File: config.mk
export PLATFORM = sky130hd
export DESIGN_NAME = pwp_top
export DESIGN_NICKNAME = d
export VERILOG_FILES = /design/src/logic/pwp_pkg.sv /design/src/logic/pwp_top.sv /design/src/logic/pwp_tick_gen.sv /design/src/logic/pwp_rate_cnt.sv
export VERILOG_INCLUDE_DIRS = /design/src /design/src/logic
export SDC_FILE = /design/constraint.sdc
export NUM_CORES = 2
export LEC_CHECK = 0
export ABC_AREA = 0
export BUFFER_PORTS_ARGS = -buffer_cell sky130_fd_sc_hd__buf_2
export CELL_PAD_IN_SITES_DETAIL_PLACEMENT = 1
export CELL_PAD_IN_SITES_GLOBAL_PLACEMENT = 1
export CORE_MARGIN = 2
export CORE_UTILIZATION = 49
export CTS_CLUSTER_DIAMETER = 120
export DETAILED_ROUTE_END_ITERATION = 6
export PLACE_DENSITY = 0.86
export SETUP_SLACK_MARGIN = 0.02
export SLEW_MARGIN = 20
export SYNTH_ARGS = -nofsm -noshare
export SYNTH_HDL_FRONTEND = slang
export SYNTH_SLANG_ARGS = --single-unit
export TNS_END_PERCENT = 10
File: constraint.sdc
create_clock -name clk_i -period 7.95 [get_ports clk_i]
set_clock_uncertainty 0.15 [all_clocks]
set_input_delay 0.3975 -clock clk_i [delete_from_list [all_inputs] [get_ports clk_i]]
set_output_delay 0.3975 -clock clk_i [all_outputs]
set_load 0.1 [all_outputs]
File: src/logic/pwp_regs.svh
`ifndef PWP_REGS_SVH
`define PWP_REGS_SVH

// Register byte offsets
`define PWP_OFF_CTRL        8'h00
`define PWP_OFF_PWM_PERIOD  8'h04
`define PWP_OFF_PWM_DUTY    8'h08
`define PWP_OFF_PT_PERIOD   8'h0c
`define PWP_OFF_TIMEBASE    8'h10
`define PWP_OFF_STATUS      8'h14
`define PWP_OFF_RATE_BASE   8'h20
`define PWP_OFF_STROBE_BASE 8'h30
`define PWP_CH_STRIDE       8'h04

// Status field positions
`define PWP_ST_ACTIVE       0
`define PWP_ST_LEVEL        1
`define PWP_ST_DISC_LSB     4

// Reset values
`define PWP_RST_CTRL        11'h000
`define PWP_RST_PERIOD      16'hffff
`define PWP_RST_DUTY        16'h00c8
`define PWP_RST_TIMEBASE    16'h03e8

// Timing
`define PWP_BASE_KHZ        9840
`define PWP_BASE_DIV        8
`define PWP_CLK_KHZ         25000
`define PWP_CLK_PERIOD_NS   40
`define PWP_MS_PERIOD_NS    1000000
`define PWP_DUTY_FULL       400

`endif

File: src/logic/pwp_pkg.sv
package pwp_pkg;

    typedef enum logic [1:0] {
        PWP_OFF,
        PWP_PWM,
        PWP_PT
    } pwp_mode_e;

    // Control register layout, bit 0 at the bottom
    typedef struct packed {
        logic [3:0] strobe_en;
        logic [3:0] cnt_en;
        logic       type_a;
        logic       pt_en;
        logic       pwm_en;
    } pwp_ctrl_s;

    // Waveform settings latched at a period boundary
    typedef struct packed {
        logic [15:0] period;
        logic [15:0] duty;
        logic [16:0] half;
    } pwp_wave_s;

endpackage

File: src/logic/pwp_top.sv
// Behaviour
// - Output frequency is 9.84 MHz over eight times period plus one.
// - Larger period value gives a slower output waveform.
// - Period 614 gives about 2 kHz, period 61439 about 20 Hz.
// - Period value is 16 bits, at most ffff, so nothing below about 18.8 Hz.
// - Separate duty value sets high/low ratio; 200 suits every frequency.
// - Pulse-train mode uses its own period value with the same relation.
// - Counter channel one is unavailable while either fast output runs.
// - Each counter has two inputs; unused strobe input stays a discrete input.
// - Enabled counter reports pulses seen per configured timebase.
//
// Implementation choices: the register offsets and the Wishbone interface to the registers.
`timescale 1ns/1ns
`include "pwp_regs.svh"

module pwp_top #(
    parameter int N_CH      = 4,
    parameter int MS_CYCLES = `PWP_MS_PERIOD_NS / `PWP_CLK_PERIOD_NS
) (
    // Clock and reset
    input  wire logic            clk_i,
    input  wire logic            rst_i,
    // Wishbone slave
    input  wire logic            wb_cyc_i,
    input  wire logic            wb_stb_i,
    input  wire logic            wb_we_i,
    input  wire logic [7:0]      wb_adr_i,
    input  wire logic [3:0]      wb_sel_i,
    input  wire logic [31:0]     wb_dat_i,
    output logic      [31:0]     wb_dat_o,
    output logic                 wb_ack_o,
    // Counter pins
    input  wire logic [N_CH-1:0] cnt_pin_i,
    input  wire logic [N_CH-1:0] aux_pin_i,
    // Fast output
    output logic                 pulse_out_o
);

    generate
        if (N_CH < 1 || N_CH > 4) begin : g_bad
            $error("N_CH must be 1 to 4");
        end
    endgenerate

    pwp_pkg::pwp_ctrl_s ctrl_r;
    pwp_pkg::pwp_wave_s wave_r;
    pwp_pkg::pwp_mode_e mode;
    pwp_pkg::pwp_mode_e mode_r;

    logic [15:0]      pwm_period_r;
    logic [15:0]      pwm_duty_r;
    logic [15:0]      pt_period_r;
    logic [15:0]      timebase_r;
    logic [N_CH-1:0]  cnt_s1_r;
    logic [N_CH-1:0]  cnt_s2_r;
    logic [N_CH-1:0]  aux_s1_r;
    logic [N_CH-1:0]  aux_s2_r;
    logic [N_CH-1:0]  ch_en;
    logic [15:0]      rate   [N_CH];
    logic [15:0]      strobe [N_CH];
    logic [15:0]      cnt_r;
    logic [32:0]      scaled_r;
    logic [32:0]      hi_lim_r;
    logic [31:0]      rd_mux;
    logic [15:0]      ctrl_merged;
    logic [N_CH-1:0]  disc;
    logic             out_active;
    logic             wr_en;
    logic             wrap;
    logic             reload;
    logic             base_tick;
    logic             ms_tick;
    logic             level_nxt;

    function automatic logic [15:0] merge16(input logic [15:0] old_v,
                                           input logic [31:0] new_v,
                                           input logic [3:0]  sel);
        logic [15:0] res;
        res = old_v;
        if (sel[0]) begin
            res[7:0] = new_v[7:0];
        end
        if (sel[1]) begin
            res[15:8] = new_v[15:8];
        end
        return res;
    endfunction

    function automatic logic [16:0] half_of(input logic [15:0] per);
        return ({1'b0, per} + 17'h1) >> 1;
    endfunction

    pwp_tick_gen #(
        .MS_CYCLES (MS_CYCLES)
    ) u_tick (
        .clk_i       (clk_i),
        .rst_i       (rst_i),
        .base_tick_o (base_tick),
        .ms_tick_o   (ms_tick)
    );

    // Two-stage synchronisers for all pins
    always_ff @(posedge clk_i) begin
        if (rst_i) begin
            cnt_s1_r <= '0;
            cnt_s2_r <= '0;
            aux_s1_r <= '0;
            aux_s2_r <= '0;
        end else begin
            cnt_s1_r <= cnt_pin_i;
            cnt_s2_r <= cnt_s1_r;
            aux_s1_r <= aux_pin_i;
            aux_s2_r <= aux_s1_r;
        end
    end

    // output only in configured type A setup
    assign out_active = ctrl_r.type_a && !ctrl_r.cnt_en[0] && (ctrl_r.pwm_en || ctrl_r.pt_en);

    always_comb begin
        if (!out_active) begin
            mode = pwp_pkg::PWP_OFF;
        end else if (ctrl_r.pwm_en) begin
            mode = pwp_pkg::PWP_PWM;
        end else begin
            mode = pwp_pkg::PWP_PT;
        end
    end

    always_comb begin
        ch_en = ctrl_r.cnt_en[N_CH-1:0];
        if (out_active) begin
            ch_en[0] = 1'b0;
        end
    end

    genvar g;
    generate
        for (g = 0; g < N_CH; g++) begin : g_ch
            pwp_rate_cnt u_rate (
                .clk_i        (clk_i),
                .rst_i        (rst_i),
                .ms_tick_i    (ms_tick),
                .timebase_i   (timebase_r),
                .en_i         (ch_en[g]),
                .strobe_en_i  (ctrl_r.strobe_en[g]),
                .cnt_in_i     (cnt_s2_r[g]),
                .strobe_in_i  (aux_s2_r[g]),
                .rate_o       (rate[g]),
                .strobe_val_o (strobe[g])
            );
        end
    endgenerate

    // second input readable when not a strobe
    assign disc = aux_s2_r & ~ctrl_r.strobe_en[N_CH-1:0];

    // Wishbone: ack one cycle after the request, dropped the cycle after
    always_ff @(posedge clk_i) begin
        if (rst_i) begin
            wb_ack_o <= 1'b0;
        end else begin
            wb_ack_o <= wb_cyc_i && wb_stb_i && !wb_ack_o;
        end
    end

    assign wr_en = wb_cyc_i && wb_stb_i && wb_we_i && wb_ack_o;

    // Control is 11 bits; merge on a 16-bit image and keep the low part
    assign ctrl_merged = merge16({5'h0, ctrl_r}, wb_dat_i, wb_sel_i);

    // period registers are 16 bits wide
    always_ff @(posedge clk_i) begin
        if (rst_i) begin
            ctrl_r       <= `PWP_RST_CTRL;
            pwm_period_r <= `PWP_RST_PERIOD;
            pwm_duty_r   <= `PWP_RST_DUTY;
            pt_period_r  <= `PWP_RST_PERIOD;
            timebase_r   <= `PWP_RST_TIMEBASE;
        end else if (wr_en) begin
            case (wb_adr_i)
                `PWP_OFF_CTRL: begin
                    ctrl_r <= pwp_pkg::pwp_ctrl_s'(ctrl_merged[10:0]);
                end
                `PWP_OFF_PWM_PERIOD: begin
                    pwm_period_r <= merge16(pwm_period_r, wb_dat_i, wb_sel_i);
                end
                `PWP_OFF_PWM_DUTY: begin
                    pwm_duty_r <= merge16(pwm_duty_r, wb_dat_i, wb_sel_i);
                end
                `PWP_OFF_PT_PERIOD: begin
                    pt_period_r <= merge16(pt_period_r, wb_dat_i, wb_sel_i);
                end
                `PWP_OFF_TIMEBASE: begin
                    timebase_r <= merge16(timebase_r, wb_dat_i, wb_sel_i);
                end
                default: begin
                end
            endcase
        end
    end

    // Unmapped addresses read as zero and writes to them are dropped
    always_comb begin
        rd_mux = 32'h0;
        case (wb_adr_i)
            `PWP_OFF_CTRL:       rd_mux = {21'h0, ctrl_r};
            `PWP_OFF_PWM_PERIOD: rd_mux = {16'h0, pwm_period_r};
            `PWP_OFF_PWM_DUTY:   rd_mux = {16'h0, pwm_duty_r};
            `PWP_OFF_PT_PERIOD:  rd_mux = {16'h0, pt_period_r};
            `PWP_OFF_TIMEBASE:   rd_mux = {16'h0, timebase_r};
            `PWP_OFF_STATUS: begin
                rd_mux[`PWP_ST_ACTIVE] = out_active;
                rd_mux[`PWP_ST_LEVEL]  = pulse_out_o;
                rd_mux[`PWP_ST_DISC_LSB +: N_CH] = disc;
            end
            default: begin
                for (int i = 0; i < N_CH; i++) begin
                    if (wb_adr_i == `PWP_OFF_RATE_BASE + 8'(i) * `PWP_CH_STRIDE) begin
                        rd_mux = {16'h0, rate[i]};
                    end
                    if (wb_adr_i == `PWP_OFF_STROBE_BASE + 8'(i) * `PWP_CH_STRIDE) begin
                        rd_mux = {16'h0, strobe[i]};
                    end
                end
            end
        endcase
    end

    always_ff @(posedge clk_i) begin
        if (rst_i) begin
            wb_dat_o <= '0;
        end else if (wb_cyc_i && wb_stb_i && !wb_ack_o) begin
            wb_dat_o <= rd_mux;
        end
    end

    // settings change only at the boundary
    assign wrap   = base_tick && (cnt_r == wave_r.period);
    assign reload = wrap || (mode_r == pwp_pkg::PWP_OFF) || (mode != mode_r);

    always_ff @(posedge clk_i) begin
        if (rst_i) begin
            mode_r   <= pwp_pkg::PWP_OFF;
            wave_r   <= '0;
            hi_lim_r <= '0;
        end else begin
            mode_r <= mode;
            if (reload) begin
                // pulse train takes its own period
                wave_r.period <= (mode == pwp_pkg::PWP_PT) ? pt_period_r : pwm_period_r;
                wave_r.duty   <= pwm_duty_r;
                wave_r.half   <= half_of(pt_period_r);
                hi_lim_r      <= 33'(({1'b0, pwm_period_r} + 17'h1) * pwm_duty_r);
            end
        end
    end

    // one step per base/8 tick, period+1 steps per cycle
    always_ff @(posedge clk_i) begin
        if (rst_i || reload) begin
            cnt_r    <= '0;
            scaled_r <= '0;
        end else if (base_tick) begin
            cnt_r    <= cnt_r + 16'h1;
            scaled_r <= scaled_r + 33'(`PWP_DUTY_FULL);
        end
    end

    // high fraction is duty over 400; 200 gives half
    always_comb begin
        case (mode_r)
            pwp_pkg::PWP_PWM: level_nxt = scaled_r < hi_lim_r;
            pwp_pkg::PWP_PT:  level_nxt = {1'b0, cnt_r} < wave_r.half;
            default:          level_nxt = 1'b0;
        endcase
    end

    always_ff @(posedge clk_i) begin
        if (rst_i) begin
            pulse_out_o <= 1'b0;
        end else begin
            pulse_out_o <= level_nxt;
        end
    end

    a_ack_single: assert property (@(posedge clk_i) disable iff (rst_i)
        wb_ack_o |=> !wb_ack_o) else $error("ack held two cycles");
    a_ack_follows: assert property (@(posedge clk_i) disable iff (rst_i)
        wb_cyc_i && wb_stb_i && !wb_ack_o |=> wb_ack_o) else $error("ack missing");
    a_wrap_reset: assert property (@(posedge clk_i) disable iff (rst_i)
        wrap |=> cnt_r == 16'h0 && scaled_r == 33'h0) else $error("no restart at wrap");
    a_cnt_bound: assert property (@(posedge clk_i) disable iff (rst_i)
        mode_r != pwp_pkg::PWP_OFF && !$past(reload) |-> cnt_r <= wave_r.period)
        else $error("counter past period");
    a_off_low: assert property (@(posedge clk_i) disable iff (rst_i)
        !out_active ##1 !out_active |=> !pulse_out_o) else $error("output while off");
    a_ch0_block: assert property (@(posedge clk_i) disable iff (rst_i)
        out_active |-> !ch_en[0]) else $error("channel one counting with output");
    a_pt_high: assert property (@(posedge clk_i) disable iff (rst_i)
        mode_r == pwp_pkg::PWP_PT && {1'b0, cnt_r} < wave_r.half |=> pulse_out_o)
        else $error("pulse train low in first half");
    a_duty_full: assert property (@(posedge clk_i) disable iff (rst_i)
        mode_r == pwp_pkg::PWP_PWM && wave_r.duty >= 16'(`PWP_DUTY_FULL) |=> pulse_out_o)
        else $error("full duty not high");

endmodule

File: src/logic/pwp_tick_gen.sv
`timescale 1ns/1ns
`include "pwp_regs.svh"

module pwp_tick_gen #(
    parameter int MS_CYCLES = `PWP_MS_PERIOD_NS / `PWP_CLK_PERIOD_NS
) (
    // Clock and reset
    input  wire logic clk_i,
    input  wire logic rst_i,
    // Enables
    output logic      base_tick_o,
    output logic      ms_tick_o
);

    localparam logic [14:0] STEP = 15'(`PWP_BASE_KHZ / `PWP_BASE_DIV);
    localparam logic [14:0] MODV = 15'(`PWP_CLK_KHZ);

    logic [14:0] acc_r;
    logic [15:0] acc_sum;
    logic [31:0] ms_cnt_r;

    generate
        if (MS_CYCLES < 1) begin : g_bad
            $error("MS_CYCLES must be at least 1");
        end
    endgenerate

    // Phase accumulator: average rate is exactly base/8 from the 25 MHz clock
    assign acc_sum = {1'b0, acc_r} + {1'b0, STEP};

    always_ff @(posedge clk_i) begin
        if (rst_i) begin
            acc_r       <= '0;
            base_tick_o <= 1'b0;
        end else if (acc_sum >= {1'b0, MODV}) begin
            acc_r       <= 15'(acc_sum - {1'b0, MODV});
            base_tick_o <= 1'b1;
        end else begin
            acc_r       <= acc_sum[14:0];
            base_tick_o <= 1'b0;
        end
    end

    always_ff @(posedge clk_i) begin
        if (rst_i) begin
            ms_cnt_r  <= '0;
            ms_tick_o <= 1'b0;
        end else if (ms_cnt_r == 32'(MS_CYCLES - 1)) begin
            ms_cnt_r  <= '0;
            ms_tick_o <= 1'b1;
        end else begin
            ms_cnt_r  <= ms_cnt_r + 32'h1;
            ms_tick_o <= 1'b0;
        end
    end

endmodule

File: src/logic/pwp_rate_cnt.sv
`timescale 1ns/1ns

module pwp_rate_cnt (
    // Clock and reset
    input  wire logic        clk_i,
    input  wire logic        rst_i,
    // Timebase
    input  wire logic        ms_tick_i,
    input  wire logic [15:0] timebase_i,
    // Control
    input  wire logic        en_i,
    input  wire logic        strobe_en_i,
    // Synchronised pins
    input  wire logic        cnt_in_i,
    input  wire logic        strobe_in_i,
    // Results
    output logic [15:0]      rate_o,
    output logic [15:0]      strobe_val_o
);

    logic        cnt_d_r;
    logic        stb_d_r;
    logic [15:0] acc_r;
    logic [15:0] ms_r;
    logic        rise;
    logic        window_end;

    assign rise       = cnt_in_i & ~cnt_d_r;
    assign window_end = ms_tick_i && (ms_r + 16'h1 >= timebase_i);

    always_ff @(posedge clk_i) begin
        if (rst_i) begin
            cnt_d_r <= 1'b0;
            stb_d_r <= 1'b0;
        end else begin
            cnt_d_r <= cnt_in_i;
            stb_d_r <= strobe_in_i;
        end
    end

    // Pulses per timebase; saturates so a too long window never wraps
    always_ff @(posedge clk_i) begin
        if (rst_i || !en_i) begin
            acc_r  <= '0;
            ms_r   <= '0;
            rate_o <= '0;
        end else if (window_end) begin
            rate_o <= (rise && acc_r != 16'hffff) ? acc_r + 16'h1 : acc_r;
            acc_r  <= '0;
            ms_r   <= '0;
        end else begin
            if (ms_tick_i) begin
                ms_r <= ms_r + 16'h1;
            end
            if (rise && acc_r != 16'hffff) begin
                acc_r <= acc_r + 16'h1;
            end
        end
    end

    always_ff @(posedge clk_i) begin
        if (rst_i) begin
            strobe_val_o <= '0;
        end else if (en_i && strobe_en_i && strobe_in_i && !stb_d_r) begin
            strobe_val_o <= acc_r;
        end
    end

    a_rate_disabled: assert property (@(posedge clk_i) disable iff (rst_i)
        !en_i |=> rate_o == 16'h0) else $error("rate not cleared when off");

endmodule

Word level (Yosys, flattened, before mapping)
Index checks and enable logic that the tools add are counted.
Word-level totals
  bits in read-only memories: 0
  logic and storage cells: 197
  memories kept: 0
  register bits: 554
  latch bits: 0
  memory bits (writable): 0
  output and inout port bits: 34
Operators by class
  bitwise operators: 10
  div/mod/pow operators: 0
  magnitude comparators: 7
  reductions and logical operators: 62
  equality and inequality tests: 23
  shifts and indexed selects: 0
  multiply operators: 1
  add/subtract/negate cells: 15
  mux-type cells: 24
Operators by type and width (number)
  32-bit two-way mux: 7
  16-bit by 1-bit adder with 16-bit output (second input constant): 9
  24-bit case mux with 6 select lines: 1
  16-bit two-way mux: 6
  8-bit by 6-bit == test with 1-bit output (second input constant): 8
  16-bit >= comparator: 4
  16-bit != test (second input constant): 4
  16-bit by 1-bit adder with 17-bit output (second input constant): 2
  33-bit by 9-bit adder with 33-bit output (second input constant): 1
  33-bit < comparator: 1
  17-bit by 16-bit multiplier with 33-bit output: 1
  32-bit by 1-bit adder with 32-bit output (second input constant): 1
  32-bit by 15-bit == test with 1-bit output (second input constant): 1
  3-bit AND reduction: 10
  1-bit logical AND: 27
  2-bit case mux with 6 select lines: 2
  4-bit case mux with 6 select lines: 1
  15-bit by 11-bit adder with 16-bit output (second input constant): 1
  16-bit == test: 1
  8-bit by 4-bit == test with 1-bit output (second input constant): 2
  8-bit by 5-bit == test with 1-bit output (second input constant): 2
  16-bit by 15-bit >= comparator with 1-bit output (second input constant): 1
  16-bit < comparator: 1
  15-bit two-way mux: 1
  17 further kinds: 47

Depth between registers and ports, before layout
  depth in word-level cells: 10
  gate-level depth with buffers: 30
  mapped depth without buffers: 29

Hierarchy
Synthesis repeated with hierarchy kept, for this count alone.
Second synthesis, totals
  cell total of the unflattened synthesis: 4262
  area total of the unflattened synthesis: 36058.3 µm²
By module, submodules not included
  pwp_top: instances 1, area an instance 20166.8 µm², seq. area each 4424.2 µm², cells each 2390
  pwp_rate_cnt: instances 4, area an instance 3285.7 µm², seq. area each 1321.3 µm², cells each 386
  pwp_tick_gen: instances 1, area an instance 2748.9 µm², seq. area each 960.9 µm², cells each 328

Least setup slack after synthesis
Ideal clock, no wire load.
  path kind: flip-flop to flip-flop
  from: reg pwm_period_r[1]
  to: reg hi_lim_r[32]
  path buffers: 1
  path slack: 0.701 ns
  clock period less this slack: 7.249 ns
  data required time: 7.708 ns
  cell stages (with the launch flop): 27
  library setup time: 0.092 ns
  arrival time: 7.007 ns
  cell sequence: dfxtp_1 ha_1 nand3_1 nor2_1 and3_1 nand2_1 xnor2_1 clkbuf_1 nand2_1 fa_1 fa_1 inv_1 fa_1 inv_1 fa_1 fa_1 fa_1 inv_1 ha_1 and4_1 and3_1 a221oi_1 nand3_1 o211ai_1 a21oi_1 o31a_1 nor4_1
Between the ends
  cells in the longest elaborated chain, start to end: 2
RTL lines
  start, declared: RTL line pwp_top.sv:50  | logic [15:0] pwm_period_r;
  start signal, assigned: RTL line pwp_top.sv:176  | pwm_period_r <= `PWP_RST_PERIOD;
  start signal, assigned: RTL line pwp_top.sv:186  | pwm_period_r <= merge16(pwm_period_r, wb_dat_i, wb_sel_i);
  16-bit by 1-bit adder with 17-bit output: RTL line pwp_top.sv:254  | hi_lim_r <= 33'(({1'b0, pwm_period_r} + 17'h1) * pwm_duty_r);
  17-bit by 16-bit multiplier with 33-bit output: RTL line pwp_top.sv:254
  end signal, assigned: RTL line pwp_top.sv:254
  end, declared: RTL line pwp_top.sv:63  | logic [32:0] hi_lim_r;
No other way between the ends.
A chain may end at the register's enable or synchronous reset.

Worst setup path after layout
  from: reg pwm_period_r[3]
  to: reg hi_lim_r[32]
Same word-level chain as after synthesis.

==> flow_summary.json <==
{
  "ys_ff_latch": 533,
  "cp_slowest_stage_delay_ps": 630,
  "drive_gt1_frac": 0.0701,
  "pwr-share-seq": 0.464,
  "async_flop_share": 0,
  "clockBufferDepth": 3,
  "status": "complete, but fails checks",
  "fin_nets": 4668,
  "p_leak_nw": 16.1,
  "clock_latency_ps": 670,
  "wirelength_mm": 114,
  "synth_cells": 4167,
  "htree_levels": 2,
  "synth_area_per_cell_um2": 8.43,
  "synth_edf_count": 0,
  "violations": "DRC",
  "rows": 98,
  "first_iter_violations": 2333,
  "via_count": 30506,
  "final-setup-viol-count": 0,
  "seq_area_mm2": 0.0107,
  "min_period_ps": 7770,
  "hold_viol_final": 0,
  "slew_viol_final": 0,
  "finalCritPeriodShare": 0.977,
  "clockPowerShare": 0.484,
  "grt_pass1_vias": 32566,
  "boundaryPins": 91,
  "slowest_stage": "fa_2",
  "multi_input_area_mm2": 0.0223,
  "crit_buf_inv": 4,
  "startpoint_type": "register",
  "synthFlopType": "dfxtp_1",
  "cp-end-kind": "register",
  "required_ps": 8340,
  "p_int_mw": 4.40,
  "crit_top_cell": "fa_1",
  "antenna_found_initial": 4,
  "cts_num_sinks": 533,
  "ys_seq_area_frac": 0.304,
  "gp_congestion": 0.965,
  "p_sw_mw": 1.49,
  "reg2reg_from": "pwm_period_r[3]",
  "finalPower_mw": 5.89,
  "fmax_ghz": 0.129,
  "worst_slew_pin_slew_ps": 1140,
  "overflow": 0,
  "ant_nets": 0,
  "yosysUniqueCellTypes": 87,
  "initial_utilization": 0.493,
  "drv_cap": 0,
  "hold_class": "primary input to register",
  "cts_tree": "built",
  "grt_pass1_wl_mm": 180,
  "p_comb_frac": 0.052,
  "reg2reg_slack_ps": 180,
  "drc": 1,
  "coreArea_mm2": 0.0712,
  "final_util": 0.542,
  "post-dp-hpwl_mm": 83.6,
  "die_h_um": 272,
  "syn_to_final_growth_pct": 9.94,
  "grt_max_degree": 102,
  "path_max_fanout": 7,
  "portBuffers": 56,
  "dieWidth_um": 272,
  "grt_usage": 0.307,
  "switching_share": 0.253,
  "p_per_area_mw_per_mm2": 153,
  "cts_root_buf": "clkbuf_16",
  "hp-start": "rst_i",
  "path_clk_slew_ps": 60,
  "crit_type": "register to register",
  "die_area_mm2": 0.0739,
  "fill_cells": 8432,
  "crit_family": "adder cells",
  "rsz0062_at_grt": "yes",
  "startpoint": "pwm_period_r[3]",
  "routed_via_density": 5.90,
  "relSlewSlack": 0.242,
  "first_pass_iters": 7,
  "wire_per_inst_um": 22.1,
  "critPathArrivalTime_ps": 8160,
  "ir_drop_uv": 200,
  "synth_area_mm2": 0.0351,
  "tns_ps": 0,
  "yosysWarnings": 0,
  "holdWs_ps": 88.8,
  "cts_buffers": 59
}
[layout make-up]
class | count | share of cell area
repair buffers | 155 | 0.0291
flip-flops and latches | 533 | 0.276
multi-input cells | 3070 | 0.577
inverters | 351 | 0.0341
well taps | 950 | 0.0308
diodes | 1 | 0.0000648
clock inverters | 34 | 0.00939
clock buffers | 77 | 0.0428
[stage by stage]
| step | setup WS (ps) | std cells | area (µm²) |
|---|---|---|---|
| 3_3_place_gp | 366 | 5027 | 36200 |
| 4_1_cts | 45.5 | 5165 | 38500 |
| 5_1_grt | -114 | 5170 | 38600 |
| 6_report | 182 | 5171 | 38600 |
| 2_1_floorplan | 701 | 4182 | 35200 |
| 3_5_place_dp | -130 | 5027 | 36200 |
[logic make-up after synthesis]
group	after synthesis	synth area share
simple gates	1681	0.225
buf+inv	579	0.0654
compound gates	565	0.110
mux	47	0.0137
flops	533	0.304
xor+xnor	320	0.0800
other cells	1	0.000107
fa+ha+maj	441	0.202
[worst paths after layout]
path | depth (start not counted) | endpoint
hold reg to reg | 1 | aux_s2_r[2]
setup reg to reg | 26 | hi_lim_r[32]
setup / recovery | 26 | hi_lim_r[32]
hold / removal | 2 | u_tick.acc_r[3]
[power groups by stage]
stage | clock network, mW | registers (mW) | logic (mW)
2_1_floorplan | 0 | 2.80 | 0.208
3_5_place_dp | 0 | 2.79 | 0.289
3_3_place_gp | 0 | 2.79 | 0.281
6_report | 2.85 | 2.74 | 0.309
5_1_grt | 2.98 | 2.74 | 0.329
4_1_cts | 2.88 | 2.73 | 0.303
[Yosys cell counts, types with 49 or more instances]
| library cell | instances | share of area |
|---|---|---|
| xnor2_1 | 148 | 0.037 |
| inv_1 | 351 | 0.038 |
| and2_1 | 137 | 0.024 |
| fa_1 | 208 | 0.12 |
| and3_1 | 64 | 0.011 |
| nand2_1 | 575 | 0.061 |
| nor3_1 | 74 | 0.011 |
| xor2_1 | 171 | 0.043 |
| nand4_1 | 74 | 0.013 |
| dfxtp_1 | 533 | 0.30 |
| a21oi_1 | 185 | 0.026 |
| o21ai_0 | 52 | 0.0074 |
| nor2_1 | 396 | 0.042 |
| clkbuf_1 | 196 | 0.021 |
| nand3_1 | 187 | 0.027 |
| ha_1 | 233 | 0.083 |
| a211oi_1 | 69 | 0.015 |
| a22oi_1 | 69 | 0.015 |
| nor2b_1 | 49 | 0.0087 |
[layout by cell type (no fill, tap or decap), drive strengths merged, types with 64 or more instances in the layout]
cell and count:
a22oi 69, xor2 172, clkbuf 78, dfxtp 533, and3 64, buf 130
nor3 76, a21oi 185, inv 356, and2 138, ha 233, fa 208
nand4 74, nand2 575, nand3 187, a211oi 69, nor2 397, xnor2 148
[state kept, by name (all words and copies together) (netlist names), 16 cells and up]
| signal | flops |
|---|---|
| g_ch.u_rate.acc_r | 64 |
| g_ch.u_rate.ms_r | 64 |
| g_ch.u_rate.rate_o | 64 |
| g_ch.u_rate.strobe_val_o | 64 |
| hi_lim_r | 33 |
| u_tick.ms_cnt_r | 32 |
| wave_r | 32 |
| scaled_r | 29 |
| cnt_r | 16 |
| pt_period_r | 16 |
| pwm_duty_r | 16 |
| pwm_period_r | 16 |
| timebase_r | 16 |
| wb_dat_o | 16 |
[metal layers]
metal,GRT usage,routed length (µm),up-vias
met3,0.0504,7130,399
met1,0.358,44300,15200
met2,0.533,55600,1005
met4,0.177,7290,6
met5,0,41,-
li1,-,-,13896
[timing repair]
| item | in CTS | in global routing |
|---|---|---|
| buffers inserted | 3 | 4 |
| hold buffers | 24 | 0 |
| setup endpoints to repair | 3 | 11 |
| pin swaps | 2 | 4 |
| resized for setup | 3 | 13 |
| endpoints found under the hold margin | 82 | 0 |
No activity file was read; power rests on OpenSTA's default activity.
